File: src/include/pepc_pkg.sv
// shared constants and carrier types of the port end-to-end parity block
// assumes a 32-bit axi4-lite register bus and one 32-bit double word per beat
package pepc_pkg;

   // bus and data widths
   localparam int DW_W   = 32;            // double word width
   localparam int PAR_W  = 4;             // one even parity bit per byte
   localparam int ADDR_W = 12;            // register byte address width
   localparam int LEN_W  = 8;             // header length byte width
   localparam int REP_W  = 2;             // reporting field width
   localparam int CNT_W  = 8;             // error tally width
   localparam int IRQ_W  = 2;             // interrupt event bits

   // register byte offsets
   localparam logic [ADDR_W-1:0] OFF_CTRL     = 12'h740; // parity_error_control
   localparam logic [ADDR_W-1:0] OFF_STAT     = 12'h744; // error status, write one to clear
   localparam logic [ADDR_W-1:0] OFF_REPCTL   = 12'h748; // reporting control
   localparam logic [ADDR_W-1:0] OFF_TALLY    = 12'h74c; // error tally, clear on read
   localparam logic [ADDR_W-1:0] OFF_IRQ_STAT = 12'h760; // sticky event bits, read only
   localparam logic [ADDR_W-1:0] OFF_IRQ_EN   = 12'h764; // event enables
   localparam logic [ADDR_W-1:0] OFF_IRQ_CLR  = 12'h768; // write one to clear events

   // field positions
   localparam int CTRL_DIS_BIT  = 0;      // parity_check_disable
   localparam int CTRL_INJ_BIT  = 1;      // bad_parity_inject
   localparam int CTRL_LEN_LSB  = 8;      // match length field, bits 15:8
   localparam int STAT_ERR_BIT  = 0;      // end_to_end_parity_error
   localparam int HDR_LEN_LSB   = 24;     // header byte zero sits in data[31:24]
   localparam int IRQ_PERR_BIT  = 0;      // parity error event
   localparam int IRQ_SAT_BIT   = 1;      // tally saturated event

   // reset value and tally ceiling
   localparam logic [REP_W-1:0] REP_RST = 2'h2;   // nonfatal by default
   localparam logic [CNT_W-1:0] CNT_MAX = 8'hff;  // tally ceiling

   // axi responses
   localparam logic [1:0] RESP_OKAY   = 2'h0;
   localparam logic [1:0] RESP_SLVERR = 2'h2;

   // reporting message kinds
   typedef enum logic [REP_W-1:0] {
      SEV_NONE     = 2'b00,
      SEV_CORR     = 2'b01,
      SEV_NONFATAL = 2'b10,
      SEV_FATAL    = 2'b11
   } pepc_sev_t;

   // which source owns the path to the core
   typedef enum logic {
      SRC_LINK = 1'b0,
      SRC_GEN  = 1'b1
   } pepc_src_t;

   // one double word beat with its parity and framing
   typedef struct packed {
      logic [DW_W-1:0]  data;
      logic [PAR_W-1:0] par;
      logic             sop;
      logic             eop;
   } pepc_dw_t;

   // complete state of the top module
   typedef struct packed {
      logic                parity_check_disable;    // sticky
      logic                bad_parity_inject;       // sticky
      logic [LEN_W-1:0]    match_len;               // sticky
      logic [CNT_W-1:0]    parity_error_tally;      // sticky
      logic                end_to_end_parity_error;
      logic [REP_W-1:0]    rep_sev;
      logic [IRQ_W-1:0]    irq_stat;
      logic [IRQ_W-1:0]    irq_en;
      logic                irq_out;
      logic                aw_have;
      logic [ADDR_W-1:0]   aw_addr;
      logic                w_have;
      logic [DW_W-1:0]     w_data;
      logic [3:0]          w_strb;
      logic                bvalid;
      logic [1:0]          bresp;
      logic                rvalid;
      logic [DW_W-1:0]     rdata;
      logic [1:0]          rresp;
      logic                out_valid;
      pepc_dw_t            out_dw;
      logic                lock;
      pepc_src_t           cur_src;
      logic                pkt_hit;
      logic                msg_valid;
      logic [REP_W-1:0]    msg_sev;
   } pepc_state_t;

endpackage

File: src/pepc_dw_parity.sv
// per-byte even parity generator and checker for one double word
// assumes purely combinational use; the caller registers the results
`timescale 1ns/1ps
module pepc_dw_parity #(
   parameter int DATA_W = 32,
   parameter int PAR_W  = DATA_W / 8
) (
   input  wire logic [DATA_W-1:0] data,
   input  wire logic [PAR_W-1:0]  par_in,
   input  wire logic              check_en,
   input  wire logic              corrupt,
   output logic      [PAR_W-1:0]  par_out,
   output logic                   par_err
);

   logic [PAR_W-1:0] par_calc;   // correct parity of data

   // xor of each byte, so byte plus bit holds an even count of ones
   function automatic logic [PAR_W-1:0] byte_parity(input logic [DATA_W-1:0] d);
      logic [PAR_W-1:0] p;
      p = '0;
      for (int i = 0; i < PAR_W; i++) begin
         p[i] = ^d[i*8 +: 8];
      end
      return p;
   endfunction

   // generation is never gated off
   assign par_calc = byte_parity(data);
   // inverting every bit guarantees a mismatch downstream
   assign par_out  = corrupt ? ~par_calc : par_calc;
   // compare only when the caller asks
   assign par_err  = check_en && (par_in != par_calc);

endmodule

File: src/pepc_top.sv
// port end-to-end parity: forwards link and originated packets to the core
// assumes synchronous inputs on aclk and an axi4-lite master on the bus
//
// Overview of operation
// - disable bit skips checks, no errors raised
// - parity always generated toward the core
// - inject bit corrupts every dword of matching packets
// - corruption covers link and originated packets alike
// - match field compared with header byte zero
// - sticky error flag, cleared by writing one
// - flag rising sends message of programmed kind
// - tally counts errors, saturates, clears on read
//
// Our own choice: register access over AXI4-Lite.
`timescale 1ns/1ps
module pepc_top (
   input  wire logic                       aclk,
   input  wire logic                       aresetn,
   input  wire logic                       sticky_resetn,
   // axi4-lite slave
   input  wire logic [pepc_pkg::ADDR_W-1:0] s_axi_awaddr,
   input  wire logic                       s_axi_awvalid,
   output logic                            s_axi_awready,
   input  wire logic [pepc_pkg::DW_W-1:0]  s_axi_wdata,
   input  wire logic [3:0]                 s_axi_wstrb,
   input  wire logic                       s_axi_wvalid,
   output logic                            s_axi_wready,
   output logic [1:0]                      s_axi_bresp,
   output logic                            s_axi_bvalid,
   input  wire logic                       s_axi_bready,
   input  wire logic [pepc_pkg::ADDR_W-1:0] s_axi_araddr,
   input  wire logic                       s_axi_arvalid,
   output logic                            s_axi_arready,
   output logic [pepc_pkg::DW_W-1:0]       s_axi_rdata,
   output logic [1:0]                      s_axi_rresp,
   output logic                            s_axi_rvalid,
   input  wire logic                       s_axi_rready,
   // ingress link stream, parity arrives with the data
   input  wire pepc_pkg::pepc_dw_t         link_dw,
   input  wire logic                       link_valid,
   output logic                            link_ready,
   // packets the port originates, parity field unused
   input  wire pepc_pkg::pepc_dw_t         gen_dw,
   input  wire logic                       gen_valid,
   output logic                            gen_ready,
   // toward the switch core
   output pepc_pkg::pepc_dw_t              core_dw,
   output logic                            core_valid,
   input  wire logic                       core_ready,
   // error message request and interrupt
   output logic                            err_msg_valid,
   output pepc_pkg::pepc_sev_t             err_msg_sev,
   output logic                            irq
);
   import pepc_pkg::*;

   pepc_state_t      st_reg;      // all state
   pepc_state_t      st_next;     // its next value
   pepc_src_t        sel_src;     // source owning the path this cycle
   pepc_dw_t         sel_dw;      // beat offered by that source
   logic             sel_valid;   // its valid
   logic             slot_free;   // output stage can load
   logic             take;        // beat accepted this cycle
   logic             hdr_hit;     // header byte matches programmed length
   logic             cur_hit;     // this beat belongs to a matching packet
   logic             corrupt;     // invert parity on this beat
   logic             check_en;    // compare incoming parity on this beat
   logic [PAR_W-1:0] par_gen;     // parity sent to the core
   logic             par_err;     // parity mismatch seen
   logic             wr_fire;     // register write performed
   logic             rd_fire;     // register read performed
   logic [ADDR_W-1:0] wr_addr;    // word aligned write address
   logic [ADDR_W-1:0] rd_addr;    // word aligned read address

   // merge a write into a register honouring byte strobes
   function automatic logic [DW_W-1:0] strb_merge(input logic [DW_W-1:0] old_v,
                                                  input logic [DW_W-1:0] new_v,
                                                  input logic [3:0]      strb);
      logic [DW_W-1:0] r;
      r = old_v;
      for (int b = 0; b < 4; b++) begin
         if (strb[b]) begin
            r[b*8 +: 8] = new_v[b*8 +: 8];
         end
      end
      return r;
   endfunction

   // word align a byte address
   function automatic logic [ADDR_W-1:0] word_addr(input logic [ADDR_W-1:0] a);
      return {a[ADDR_W-1:2], 2'b00};
   endfunction

   // packet level arbitration: a started packet keeps the path until eop
   always_comb begin
      if (st_reg.lock) begin
         sel_src = st_reg.cur_src;
      end else if (link_valid) begin
         sel_src = SRC_LINK;      // link first, it cannot be back-pressured for long
      end else begin
         sel_src = SRC_GEN;
      end
      sel_dw    = (sel_src == SRC_LINK) ? link_dw : gen_dw;
      sel_valid = (sel_src == SRC_LINK) ? link_valid : gen_valid;
   end

   // one output register, loaded whenever it empties or drains
   assign slot_free  = !st_reg.out_valid || core_ready;
   assign take       = sel_valid && slot_free;
   assign link_ready = slot_free && (sel_src == SRC_LINK);
   assign gen_ready  = slot_free && (sel_src == SRC_GEN);

   // length match decided on header beat, held for the rest of the packet
   assign hdr_hit  = sel_dw.data[HDR_LEN_LSB +: LEN_W] == st_reg.match_len;
   assign cur_hit  = sel_dw.sop ? hdr_hit : st_reg.pkt_hit;
   // either source may be corrupted, no source term here
   assign corrupt  = st_reg.bad_parity_inject && cur_hit;
   // only link beats carry parity to check; disable blocks every error
   assign check_en = take && (sel_src == SRC_LINK) && !st_reg.parity_check_disable;

   // parity generation and check on the selected beat
   pepc_dw_parity #(
      .DATA_W (DW_W),
      .PAR_W  (PAR_W)
   ) u_parity (
      .data     (sel_dw.data),
      .par_in   (sel_dw.par),
      .check_en (check_en),
      .corrupt  (corrupt),
      .par_out  (par_gen),
      .par_err  (par_err)
   );

   // bus handshakes straight from state
   assign s_axi_awready = !st_reg.aw_have;
   assign s_axi_wready  = !st_reg.w_have;
   assign s_axi_arready = !st_reg.rvalid;
   assign wr_fire       = st_reg.aw_have && st_reg.w_have && !st_reg.bvalid;
   assign rd_fire       = s_axi_arvalid && !st_reg.rvalid;
   assign wr_addr       = word_addr(st_reg.aw_addr);
   assign rd_addr       = word_addr(s_axi_araddr);

   // next state of everything
   always_comb begin
      logic [DW_W-1:0]  ctrl_w;     // control register after a write
      logic [CNT_W-1:0] tally_base; // tally after a clearing read
      logic             sat_evt;    // error arrived with tally full
      logic             rd_ok;      // read address mapped
      logic             wr_ok;      // write address mapped
      ctrl_w     = '0;
      tally_base = '0;
      sat_evt    = 1'b0;
      rd_ok      = 1'b1;
      wr_ok      = 1'b1;
      st_next    = st_reg;
      st_next.msg_valid = 1'b0;

      // address channel capture, held until the write is done
      if (s_axi_awvalid && !st_reg.aw_have) begin
         st_next.aw_have = 1'b1;
         st_next.aw_addr = s_axi_awaddr;
      end
      // data channel capture, either order
      if (s_axi_wvalid && !st_reg.w_have) begin
         st_next.w_have = 1'b1;
         st_next.w_data = s_axi_wdata;
         st_next.w_strb = s_axi_wstrb;
      end
      // response drains
      if (st_reg.bvalid && s_axi_bready) begin
         st_next.bvalid = 1'b0;
      end

      // write decode
      if (wr_fire) begin
         st_next.aw_have = 1'b0;
         st_next.w_have  = 1'b0;
         st_next.bvalid  = 1'b1;
         unique case (wr_addr)
            OFF_CTRL: begin
               ctrl_w = strb_merge({16'h0, st_reg.match_len, 6'h0,
                                    st_reg.bad_parity_inject, st_reg.parity_check_disable},
                                   st_reg.w_data, st_reg.w_strb);
               st_next.parity_check_disable = ctrl_w[CTRL_DIS_BIT];
               st_next.bad_parity_inject    = ctrl_w[CTRL_INJ_BIT];
               st_next.match_len            = ctrl_w[CTRL_LEN_LSB +: LEN_W];
            end
            OFF_STAT: begin
               // write one clears; a new error below sets it back
               if (st_reg.w_strb[0] && st_reg.w_data[STAT_ERR_BIT]) begin
                  st_next.end_to_end_parity_error = 1'b0;
               end
            end
            OFF_REPCTL: begin
               if (st_reg.w_strb[0]) begin
                  st_next.rep_sev = st_reg.w_data[REP_W-1:0];
               end
            end
            OFF_IRQ_EN: begin
               if (st_reg.w_strb[0]) begin
                  st_next.irq_en = st_reg.w_data[IRQ_W-1:0];
               end
            end
            OFF_IRQ_CLR: begin
               if (st_reg.w_strb[0]) begin
                  st_next.irq_stat = st_reg.irq_stat & ~st_reg.w_data[IRQ_W-1:0];
               end
            end
            // tally and event status ignore writes
            OFF_TALLY, OFF_IRQ_STAT: begin
               wr_ok = 1'b1;
            end
            default: begin
               wr_ok = 1'b0;
            end
         endcase
         st_next.bresp = wr_ok ? RESP_OKAY : RESP_SLVERR;
      end

      // read response drains
      if (st_reg.rvalid && s_axi_rready) begin
         st_next.rvalid = 1'b0;
      end
      // read decode, registered one cycle after the address is taken
      if (rd_fire) begin
         st_next.rvalid = 1'b1;
         st_next.rdata  = '0;
         unique case (rd_addr)
            OFF_CTRL: begin
               st_next.rdata[CTRL_DIS_BIT]             = st_reg.parity_check_disable;
               st_next.rdata[CTRL_INJ_BIT]             = st_reg.bad_parity_inject;
               st_next.rdata[CTRL_LEN_LSB +: LEN_W]    = st_reg.match_len;
            end
            OFF_STAT:     st_next.rdata[STAT_ERR_BIT]  = st_reg.end_to_end_parity_error;
            OFF_REPCTL:   st_next.rdata[REP_W-1:0]     = st_reg.rep_sev;
            OFF_TALLY:    st_next.rdata[CNT_W-1:0]     = st_reg.parity_error_tally;
            OFF_IRQ_STAT: st_next.rdata[IRQ_W-1:0]     = st_reg.irq_stat;
            OFF_IRQ_EN:   st_next.rdata[IRQ_W-1:0]     = st_reg.irq_en;
            // clear register is write only
            OFF_IRQ_CLR:  rd_ok = 1'b1;
            default:      rd_ok = 1'b0;
         endcase
         st_next.rresp = rd_ok ? RESP_OKAY : RESP_SLVERR;
      end

      // tally: a read clears first, then an error in the same cycle counts
      tally_base = (rd_fire && rd_addr == OFF_TALLY) ? '0 : st_reg.parity_error_tally;
      st_next.parity_error_tally = tally_base;
      if (par_err) begin
         if (tally_base == CNT_MAX) begin
            sat_evt = 1'b1;                                  // holds, no wrap
         end else begin
            st_next.parity_error_tally = tally_base + 8'h01;
         end
      end

      // error flag: set wins over a simultaneous clear
      if (par_err) begin
         st_next.end_to_end_parity_error = 1'b1;
         // message only on a zero to one change of the flag
         if (!st_reg.end_to_end_parity_error && st_reg.rep_sev != SEV_NONE) begin
            st_next.msg_valid = 1'b1;
            st_next.msg_sev   = st_reg.rep_sev;
         end
      end

      // sticky event bits, set wins over clear
      st_next.irq_stat[IRQ_PERR_BIT] = st_next.irq_stat[IRQ_PERR_BIT] | par_err;
      st_next.irq_stat[IRQ_SAT_BIT]  = st_next.irq_stat[IRQ_SAT_BIT] | sat_evt;
      st_next.irq_out = |(st_next.irq_stat & st_next.irq_en);

      // output stage
      if (take) begin
         st_next.out_valid = 1'b1;
         st_next.out_dw    = '{data: sel_dw.data, par: par_gen, sop: sel_dw.sop, eop: sel_dw.eop};
         st_next.lock      = !sel_dw.eop;
         st_next.cur_src   = sel_src;
         if (sel_dw.sop) begin
            st_next.pkt_hit = hdr_hit;
         end
      end else if (core_ready) begin
         st_next.out_valid = 1'b0;
      end
   end

   // register the state; control fields and tally survive a plain reset, reporting kind and event enables do not
   always_ff @(posedge aclk) begin
      if (!sticky_resetn) begin
         st_reg         <= '0;
         st_reg.rep_sev <= REP_RST;
      end else if (!aresetn) begin
         st_reg                      <= '0;
         st_reg.rep_sev              <= REP_RST;
         // sticky fields keep their value
         st_reg.parity_check_disable <= st_reg.parity_check_disable;
         st_reg.bad_parity_inject    <= st_reg.bad_parity_inject;
         st_reg.match_len            <= st_reg.match_len;
         st_reg.parity_error_tally   <= st_reg.parity_error_tally;
      end else begin
         st_reg <= st_next;
      end
   end

   // outputs from flip-flops
   assign s_axi_bvalid  = st_reg.bvalid;
   assign s_axi_bresp   = st_reg.bresp;
   assign s_axi_rvalid  = st_reg.rvalid;
   assign s_axi_rdata   = st_reg.rdata;
   assign s_axi_rresp   = st_reg.rresp;
   assign core_valid    = st_reg.out_valid;
   assign core_dw       = st_reg.out_dw;
   assign err_msg_valid = st_reg.msg_valid;
   assign err_msg_sev   = pepc_sev_t'(st_reg.msg_sev);
   assign irq           = st_reg.irq_out;

endmodule

File: config.mk
export PLATFORM = sky130hd
export DESIGN_NAME = pepc_top
export DESIGN_NICKNAME = d
export VERILOG_FILES = /design/src/include/pepc_pkg.sv /design/src/pepc_dw_parity.sv /design/src/pepc_top.sv
export SDC_FILE = /design/constraint.sdc
export NUM_CORES = 1
export LEC_CHECK = 0
export CAP_MARGIN = 20
export CORE_AREA = 4 4 109 111
export DETAILED_ROUTE_END_ITERATION = 12
export DIE_AREA = 0 0 113 115
export DONT_BUFFER_PORTS = 1
export PLACE_DENSITY_LB_ADDON = 0.05
export SETUP_SLACK_MARGIN = 0.1
export SLEW_MARGIN = 20
export SYNTH_ARGS = -nofsm -noshare
export SYNTH_HDL_FRONTEND = slang
export SYNTH_SLANG_ARGS = --single-unit
File: constraint.sdc
create_clock -name aclk -period 3 [get_ports aclk]
set_input_delay 0.6 -clock aclk [delete_from_list [all_inputs] [get_ports aclk]]
set_output_delay 0.6 -clock aclk [all_outputs]
set_load 0.05 [all_outputs]
==> results.ini, run 1 <==
[run_status]
status=completed

[cts]
cts_tree=done
h-tree-depth=4
cts_hold_buf=0
cts.sink_count=115
clk_pin_slew_ps=60
cts-root-buf=clkbuf_8
cts_buffers=17
cts_buffer_depth=2
clock_latency_ps=500

[placed_design]
portBuffers=0
dp_slack_ps=150
gp_congestion=0.863
dp_cells=811
dpl.hpwl_mm=10.5

[critical_path]
r2r-start=s_axi_rvalid
crit_type=flop to flop
path_max_fanout=7
crit_required_ps=3390
arrival_ps=3130
start_kind=flop
r2r-end=st_reg[146]
reg2reg_depth=11
reg2reg_slack_ps=260
crit_path_end_kind=flop

[yosys]
yosys_register_bits=115
yosysSeqAreaShare_pct=37.0
synth_most_common_cell=nand2_1
synth_area_leaders=dfxtp_1, buf_4, xnor2_1
ys_types=53
synth_edf_count=0
synth-main-ff-cell=dfxtp_1
yosysTopAreaCell=dfxtp_1
yosys_warnings=0
netlist_area_sq_mm=0.00622
synthArstFlopShare_pct=0
avgSynthCellArea_sq_um=8.21
netlist.area_leader.share_pct=37.0
synth_commonest_cells=nand2_1, dfxtp_1, buf_4, nor2_1, xnor2_1
syn_inst=758

[timing]
slew_headroom_pct=33.3
post-route-min-period_ps=2740
finClkSkew_ps=10.7
grt_setup_unrepaired=no
tns_ps=0
maxSlewViolCount=0
fin_ws_ps=261
fin_crit_sh_pct=91.3
worst_pin_slew_ps=1000
setup_viol=0
max_freq_mhz=365
hold_viol=0

[route]
via_count=4769
drtIter0Drc=363
antenna_left=0
viasPerCell=5.65
wl_per_cell_um=17.3
drc=0
routed_wl_mm=14.6
drt_pass1_iterations=4

[cells_and_area]
n_antenna_cell=0
fin_cells=844
fin_util_pct=59.3
drive_gt1_share_pct=8.52
nets=840
largest_reg_flops=52
areaGrowthSynthToFinish_pct=2.84

[power]
vdd_drop_max_v=0.000338
cellLeakagePower_nw=2.43
total_power_w=0.00418
power.density_mw_per_mm2=654

[grt]
groute.layer.met1.usage_pct=25.6
grt_use_total_pct=22.0
grt_pass1_wl_mm=23.3
met3_usage_pct=8.58
met2_usage_pct=37.1
antenna_found_initial=0
globalRouteOverflowTotal=0
grt_most_used_layer=met2
grt_max_degree=90
grt_pass1_vias=4694

[floorplan]
dieArea_sq_mm=0.0130
io-pin-count=233
dieHeight_um=115
std_cell_rows=38
die_w_um=113
start_util_pct=57.6
core_sq_mm=0.0108

[min_path]
hold_path_depth=1
hold_end=st_reg[4]
hp-start=link_valid
hp-class=primary input to flop

[flow_run]
max_cap_viol_count=0

per-layer routing:
metal | routed length [um] | vias up
li1 | - | 2373
met1 | 5990 | 2222
met2 | 7090 | 161
met3 | 1350 | 13
met4 | 167 | 0
met5 | 0 | -
worst max-delay path, cell delays in order, from the launching register on:
cell and delay (ps):
dfxtp_2 410, nand2b_4 180, or4_4 580, nor3_4 270, nor2b_1 80, ha_2 210, nand2_1 110, nor3_2 80
and2b_4 290, nand4_1 120, xor2_1 160, and2_1 150
how the worst max path moves through the flow:
stage	startpoint	to	cells after the start
after floorplan	s_axi_arvalid	st_reg[146]	13
after global placement	s_axi_araddr[11]	st_reg[146]	11
after detailed placement	s_axi_araddr[11]	st_reg[146]	11
after CTS	s_axi_rvalid	st_reg[146]	11
after global routing	s_axi_rvalid	st_reg[146]	11
final	s_axi_rvalid	st_reg[146]	11
power by group:
group	total (W)	switching [W]	internal, W
clock network	0.00186	0.000671	0.00119
logic	0.000594	0.000361	0.000234
registers	0.00173	0.000153	0.00158
total	0.00418	0.00118	0.00300
cell type report:
class	instances	area (sq um)
timing repair buffer	14	105
tap	140	175
fill	979	4400
inverter	8	30.0
clock inverter	11	113
clock buffer	20	435
sequential	115	2300
multi-input combinational	536	3240
cell usage in the layout (no fill, tap or decap), types with 8 or more instances in the layout:
cell type,Yosys,routed
a21oi_1,45,45
a22oi_1,16,16
a311oi_1,33,33
and3_1,9,9
buf_4,78,14
clkbuf_16,0,16
conb_1,1,18
dfxtp_1,115,114
inv_1,8,8
mux2i_1,19,19
nand2_1,124,123
nand3_1,14,14
nand4_1,8,8
nor2_1,77,75
nor2b_1,21,21
o21ai_0,24,24
xnor2_1,57,57
timing repair:
action | 4_1_cts | 5_1_grt
endpoints found under the setup margin | 0 | 8
setup buffers | 0 | 1
gates resized for setup | 0 | 1
cell families after synthesis:
family                   synth area share [%]
AND/OR/NAND/NOR                          21.6
AO/OA/AOI/OAI                            15.0
buffers and inverters                    12.4
flip-flops                               37.0
XOR/XNOR                                 10.5
multiplexers                             3.24
adder cells (fa/ha/maj)                 0.201
other                                  0.0603
through the flow:
| step | hold WS [ps] | area, sq um |
|---|---|---|
| final | 190 | 6400 |
| after global routing | 169 | 6400 |
| after CTS | 159 | 6380 |
| after detailed placement | 448 | 5830 |
| after global placement | 440 | 5830 |
| after floorplan | 431 | 6290 |
No activity file was read; power rests on OpenSTA's default activity.
==> inputs of run 2 (changes only) <==
--- a/config.mk
+++ b/config.mk
@@ -6,13 +6,15 @@
 export NUM_CORES = 1
 export LEC_CHECK = 0
 export CAP_MARGIN = 20
-export CORE_AREA = 4 4 109 111
+export CORE_AREA = 2 2 106 108
 export DETAILED_ROUTE_END_ITERATION = 12
-export DIE_AREA = 0 0 113 115
+export DIE_AREA = 0 0 108 110
 export DONT_BUFFER_PORTS = 1
 export PLACE_DENSITY_LB_ADDON = 0.05
 export SETUP_SLACK_MARGIN = 0.1
+export SKIP_LAST_GASP = 1
 export SLEW_MARGIN = 20
 export SYNTH_ARGS = -nofsm -noshare
 export SYNTH_HDL_FRONTEND = slang
+export SYNTH_HIERARCHICAL = 1
 export SYNTH_SLANG_ARGS = --single-unit
==> run 2 against run 1 <==
The flow now finishes with violations (setup timing). Final area increased by 7.2%. Register-to-register slack got worse by 460 ps. Clock-buffer cell count up 2. Die area shrank 8.6%. Synthesized cell count rose by 4.7%. Largest power group unchanged. Highest routed layer unchanged.
==> results.ini, run 2 <==
[run_status]
status=finished, violations left
violations=setup timing

[grt]
grt_pass1_wl_mm=22.4  ; -3.6%
grt_max_degree=52  ; -42%
globalRouteOverflowTotal=0  ; unchanged
grt_use_total_pct=24.5  ; +2.6 points
grt_pass1_vias=4560  ; -2.9%
antenna_found_initial=0  ; unchanged

[min_path]
hp-start=aresetn
hold_path_depth=1  ; unchanged
hp-class=primary input to flop

[yosys]
yosysTopAreaCell=dfxtp_1
syn_inst=794  ; +4.7%
yosysSeqAreaShare_pct=37.8  ; +0.83 points
synth_most_common_cell=nand2_1
ys_types=60  ; +13%
synth_commonest_cells=nand2_1, dfxtp_1, buf_4, a21oi_1, nor2_1
netlist.area_leader.share_pct=37.8  ; +0.83 points
yosys_register_bits=115  ; unchanged
synth_area_leaders=dfxtp_1, nand2_1, buf_4
avgSynthCellArea_sq_um=7.66  ; -6.6%
synth-main-ff-cell=dfxtp_1
synth_edf_count=0  ; unchanged
synthArstFlopShare_pct=0  ; unchanged
netlist_area_sq_mm=0.00608  ; -2.2%
yosys_warnings=6  ; +6

[cells_and_area]
drive_gt1_share_pct=16.7  ; +8.1 points
fin_area_sq_mm=0.00686  ; +7.2%
n_antenna_cell=0  ; unchanged
largest_reg_flops=52  ; unchanged
final_cell_mix=nand2_1, dfxtp_1, a21oi_1
final_common_cell=nand2_1
areaGrowthSynthToFinish_pct=12.7
fin_cells=926  ; +9.7%
nFillCells=952  ; -2.8%
nets=921  ; +9.6%

[placed_design]
portBuffers=0  ; unchanged
dp_slack_ps=-459  ; -608 ps
dp_cells=882  ; +8.8%
placed_area_sq_mm=0.00600  ; +2.8%
gp_congestion=0.865  ; +0.28%
dpl.hpwl_mm=10.8  ; +2.8%

[route]
wl_met1_mm=6.02  ; +0.42%
viasPerCell=5.46  ; -3.4%
drc=0  ; unchanged
routed_wl_mm=14.9  ; +2.4%
via_count=5054  ; +6.0%
routed.top_layer=met4
wl_per_cell_um=16.1  ; -6.7%
met3_length_mm=1.18  ; -12%
drtIter0Drc=244  ; -33%
wl_met2_mm=7.59  ; +7.0%
drt_pass1_iterations=5  ; +1
antenna_left=0  ; unchanged

[timing]
grt_setup_unrepaired=yes
post-route-min-period_ps=3200  ; +461 ps
hold_viol=0  ; unchanged
fin_crit_sh_pct=107  ; +15 points
finClkSkew_ps=11.1  ; +0.395 ps
maxSlewViolCount=0  ; unchanged
slew_headroom_pct=33.1  ; -0.23 points
fin_ws_ps=-201  ; -461 ps
worst_pin_slew_ps=1000  ; +1.02 ps
setup_viol=9  ; +9
max_freq_mhz=312  ; -14%

[cts]
cts_buffer_depth=2  ; unchanged
cts_hold_buf=0  ; unchanged
cts_tree=done
cts_buffers=17  ; unchanged
cts-root-buf=clkbuf_8
h-tree-depth=4  ; unchanged
clk_pin_slew_ps=60  ; about the same
clock_latency_ps=520  ; +20 ps
cts.sink_count=115  ; unchanged

[critical_path]
arrival_ps=3610  ; +480 ps
path_max_fanout=5  ; -2
critical-path-max-stage-delay_ps=360  ; -220 ps
reg2reg_depth=15  ; +4
crit_path_end_kind=flop
start_kind=flop
startpoint=st_reg[5]
r2r-start=st_reg[5]
crit_required_ps=3410  ; +20 ps
worstPathCellList=and2b_2, nor2_4, buf_6, mux2i_4, inv_2, xnor2_2, xnor2_1, buf_4, xnor3_1, a41oi_2, nand4_1, or2_4, o21bai_1, a21oi_1, o21a_1
crit_type=flop to flop
critPathSlowestCell=dfxtp_4

[floorplan]
io-pin-count=233  ; unchanged
dieArea_sq_mm=0.0119  ; -8.6%
die_w_um=108  ; -4.4%
std_cell_rows=38  ; unchanged
start_util_pct=56.9  ; -0.76 points
core_sq_mm=0.0107  ; -0.88%
dieHeight_um=110  ; -4.3%

[power]
total_power_w=0.00462  ; +10%
cellLeakagePower_nw=2.73  ; +12%
power.density_mw_per_mm2=674  ; +3.1%
vdd_drop_max_v=0.000341  ; +0.88%

[flow_run]
max_cap_viol_count=0  ; unchanged

run 2: cell count changes in the layout (fill, tap and decap cells not counted), moves of 8 or more:
cell,change
nand2_1,+92
inv_1,+8
xnor2_1,-30
o21ai_0,-8
a21oi_1,+27
nor2_1,-18
and3_1,-9
xnor2_2,+8
buf_4,+40
a311oi_1,-33
nor2b_1,-12
run 2: what timing repair did:
action,CTS,global route
endpoints found under the setup margin,13,17
gates cloned,0,0
buffers inserted,10,2
gates resized for setup,15,20
pin swaps,12,10
endpoints found under the hold margin,0,0
run 2: logic make-up after synthesis:
| family | Yosys count | synth area share (%) |
|---|---|---|
| muxes | 21 | 3.72 |
| adders and majority gates | 1 | 0.206 |
| AOI/OAI and AO/OA | 141 | 14.1 |
| other | 1 | 0.0616 |
| DFF | 115 | 37.8 |
| xor gates and xnor gates | 41 | 6.81 |
| and+or+nand+nor | 340 | 24.2 |
| buffers and inverters | 134 | 13.0 |
run 2: worst paths after layout:
| kind | end | slack [ps] |
|---|---|---|
| worst min-delay path | st_reg[143] | 170 |
| worst max-delay path | st_reg[146] | -200 |
| worst max register to register | st_reg[146] | -200 |
| worst min register to register | st_reg[84] | 450 |
run 2: metrics by stage:
stage	hold slack (ps)	util, %	setup TNS (ps)
after detailed placement	448	56.1	-3820
final	169	64.1	-877
after global placement	441	56.1	-2890
after floorplan	431	-	-695
after CTS	146	62.9	-777
after global routing	150	64.1	-2180
run 2: report_power, final:
part / switching [W] / internal (W) / total [W]
Clock: 0.000675 / 0.00132 / 0.00200
Sequential: 0.000154 / 0.00158 / 0.00173
Combinational: 0.000459 / 0.000434 / 0.000893
run 2: final cells by class:
class	count	area (sq um)	area share, %
repair buffers	58	468	6.83
multi-input cells	562	3240	47.3
clock buffers	22	463	6.75
well taps	140	175	2.56
flip-flops and latches	115	2310	33.7
inverters	19	71.3	1.04
clock inverters	10	130	1.90
run 2: routing by layer:
| metal | GRT usage [%] | vias up |
|---|---|---|
| li1 | - | 2501 |
| met1 | 29.3 | 2355 |
| met2 | 42.4 | 181 |
| met3 | 8.47 | 17 |
| met4 | 6.41 | 0 |
| met5 | 0 | - |
run 2: critical path, delay by kind of cell (launching register included):
family / cells / cell delay (ps)
simple gates: 4 / 880
compound gates: 4 / 630
xor+xnor: 3 / 600
buf+inv: 3 / 370
flops: 1 / 360
mux: 1 / 250
==> inputs of run 3 (changes only) <==
--- a/config.mk
+++ b/config.mk
@@ -6,15 +6,15 @@
 export NUM_CORES = 1
 export LEC_CHECK = 0
 export CAP_MARGIN = 20
-export CORE_AREA = 2 2 106 108
+export CORE_AREA = 2 2 103 105
 export DETAILED_ROUTE_END_ITERATION = 12
-export DIE_AREA = 0 0 108 110
+export DIE_AREA = 0 0 105 107
 export DONT_BUFFER_PORTS = 1
+export MAX_ROUTING_LAYER = met4
 export PLACE_DENSITY_LB_ADDON = 0.05
 export SETUP_SLACK_MARGIN = 0.1
 export SKIP_LAST_GASP = 1
 export SLEW_MARGIN = 20
 export SYNTH_ARGS = -nofsm -noshare
 export SYNTH_HDL_FRONTEND = slang
-export SYNTH_HIERARCHICAL = 1
 export SYNTH_SLANG_ARGS = --single-unit
==> constraint.sdc (replaced) <==
create_clock -name aclk -period 3.6 [get_ports aclk]
set_input_delay 0.72 -clock aclk [delete_from_list [all_inputs] [get_ports aclk]]
set_output_delay 0.72 -clock aclk [all_outputs]
set_load 0.05 [all_outputs]
==> run 3 against run 2 <==
The run now ends clean. Register-to-register slack better by 830 ps. Critical path depth shrank 7. Final area is 5.8% lower. Non-clock buffer count shrank 48. Die area decreased by 5.4%. Setup slack improved by 830 ps. Largest cell class unchanged.
==> results.ini, run 3 (same netlist as run 1, synthesis figures left out) <==
[critical_path]
r2r-start=st_reg[5]
crit_path_end_kind=flop
r2r-end=core_dw[3]
arrival_ps=3350  ; -260 ps
reg2reg_depth=8  ; -7
reg2reg_slack_ps=630  ; +830 ps
path_max_fanout=9  ; +4
startpoint=st_reg[5]
crit_type=flop to flop
start_kind=flop
crit_required_ps=3980  ; +570 ps

[timing]
post-route-min-period_ps=2970  ; -231 ps
slew_headroom_pct=35.6  ; +2.5 points
fin_ws_ps=630  ; +831 ps
hold_viol=0  ; unchanged
worst_pin_slew_ps=965  ; -36.3 ps
grt_setup_unrepaired=no
fin_crit_sh_pct=82.5  ; -24 points
maxSlewViolCount=0  ; unchanged
tns_ps=0  ; +877 ps
setup_viol=0  ; -9
finClkSkew_ps=9.42  ; -1.65 ps
max_freq_mhz=337  ; +7.8%

[power]
comb_power_share_pct=13.1  ; -6.2 points
power.switching_w=0.00101  ; -21%
intPower_w=0.00272  ; -18%
cellLeakagePower_nw=2.45  ; -11%
vdd_drop_max_v=0.000306  ; -10%
clkPwrFrac_pct=48.2  ; +5.0 points
p_sw_share_pct=27.1  ; -0.77 points
seqPwrFrac_pct=38.7  ; +1.2 points
power.density_mw_per_mm2=578  ; -14%

[grt]
globalRouteOverflowTotal=0  ; unchanged
grt_max_degree=90  ; +73%
grt_use_total_pct=25.7  ; +1.1 points
grt_pass1_wl_mm=22.5  ; +0.16%
grt_pass1_vias=4525  ; -0.77%
antenna_found_initial=0  ; unchanged

[floorplan]
std_cell_rows=37  ; -2.6%
dieArea_sq_mm=0.0112  ; -5.4%
dieHeight_um=107  ; -2.7%
io-pin-count=233  ; unchanged
start_util_pct=61.6  ; +4.8 points
die_w_um=105  ; -2.8%
core_sq_mm=0.0101  ; -5.7%

[cells_and_area]
drive_gt1_share_pct=7.71  ; -9.0 points
final_cell_mix=nand2_1, dfxtp_1, nor2_1
final_common_cell=nand2_1
areaGrowthSynthToFinish_pct=3.78
n_antenna_cell=0  ; unchanged
fin_util_pct=64.0  ; -0.11 points
fin_cells=836  ; -9.7%
nets=835  ; -9.3%
largest_reg_flops=52  ; unchanged

[cts]
cts_buffer_depth=2  ; unchanged
cts_hold_buf=0  ; unchanged
cts_resized=0  ; -15
cts.sink_count=115  ; unchanged
clock_latency_ps=510  ; about the same
cts_buffers=17  ; unchanged
cts_tree=done
post_cts.repair.setup_buffers=0  ; -10
h-tree-depth=4  ; unchanged
cts-root-buf=clkbuf_8
clk_pin_slew_ps=60  ; about the same

[min_path]
hp-start=link_valid
hold_path_depth=1  ; unchanged
hold_end=st_reg[4]
hp-class=primary input to flop

[route]
drt_pass1_iterations=5  ; unchanged
viasPerCell=5.68  ; +4.1%
antenna_left=0  ; unchanged
via_count=4752  ; -6.0%
drc=0  ; unchanged
drtIter0Drc=312  ; +28%
routed_wl_mm=13.9  ; -7.2%
wl_per_cell_um=16.6  ; +2.8%

[placed_design]
dp_slack_ps=445  ; +904 ps
gp_congestion=0.865  ; about the same
dp_cells=804  ; -8.8%
portBuffers=0  ; unchanged
dpl.hpwl_mm=9.93  ; -8.3%

[run_status]
status=completed

[flow_run]
max_cap_viol_count=0  ; unchanged

## run 3: per-layer routing
| metal | GRT usage (%) | wire length (um) | vias to the layer above |
|---|---|---|---|
| met5 | - | 0 | - |
| met4 | 8.19 | 227 | 0 |
| met3 | 9.24 | 1120 | 25 |
| met2 | 41.8 | 6760 | 187 |
| met1 | 29.8 | 5750 | 2176 |
| li1 | - | - | 2364 |
## run 3: power groups by stage
stage / clock network, W / registers, W / logic, W
floorplan: 0 / 0.00137 / 0.000574
global placement: 0 / 0.00147 / 0.000482
detailed placement: 0 / 0.00147 / 0.000487
CTS: 0.00183 / 0.00144 / 0.000493
global route: 0.00189 / 0.00145 / 0.000541
finish: 0.00180 / 0.00144 / 0.000489
## run 3: worst max path at each step
stage                        endpoint  slack, ps  cells after the start
after CTS                  core_dw[3]        650                      8
final                      core_dw[3]        630                      8
after global placement    st_reg[146]        490                     11
after floorplan           st_reg[146]        460                     13
after global routing       core_dw[3]        400                      8
after detailed placement  st_reg[146]        450                     11
## run 3: metrics by stage
| step | cell area, sq um | hold WS, ps | power (W) |
|---|---|---|---|
| 6_report | 6460 | 313 | 0.00373 |
| 5_1_grt | 6460 | 294 | 0.00387 |
| 4_1_cts | 6460 | 285 | 0.00377 |
| 3_5_place_dp | 5820 | 448 | 0.00196 |
| 3_3_place_gp | 5820 | 439 | 0.00195 |
| 2_1_floorplan | 6280 | 431 | 0.00194 |
## run 3: layout make-up
| cell class | count | area (sq um) |
|---|---|---|
| clock buffers | 20 | 435 |
| clock inverters | 12 | 205 |
| fillers | 925 | 3640 |
| inverters | 8 | 30.0 |
| multi-input cells | 535 | 3230 |
| flip-flops and latches | 115 | 2300 |
| well taps | 136 | 170 |
| repair buffers | 10 | 87.6 |
## run 3: worst max-delay path, cell delays in order, from the launching register on
cell,delay [ps]
dfxtp_1,380
nor2b_1,570
o21ai_1,220
and3_1,220
or4_1,550
nor4_2,420
o21ai_2,180
xnor2_1,210
a21oi_1,90
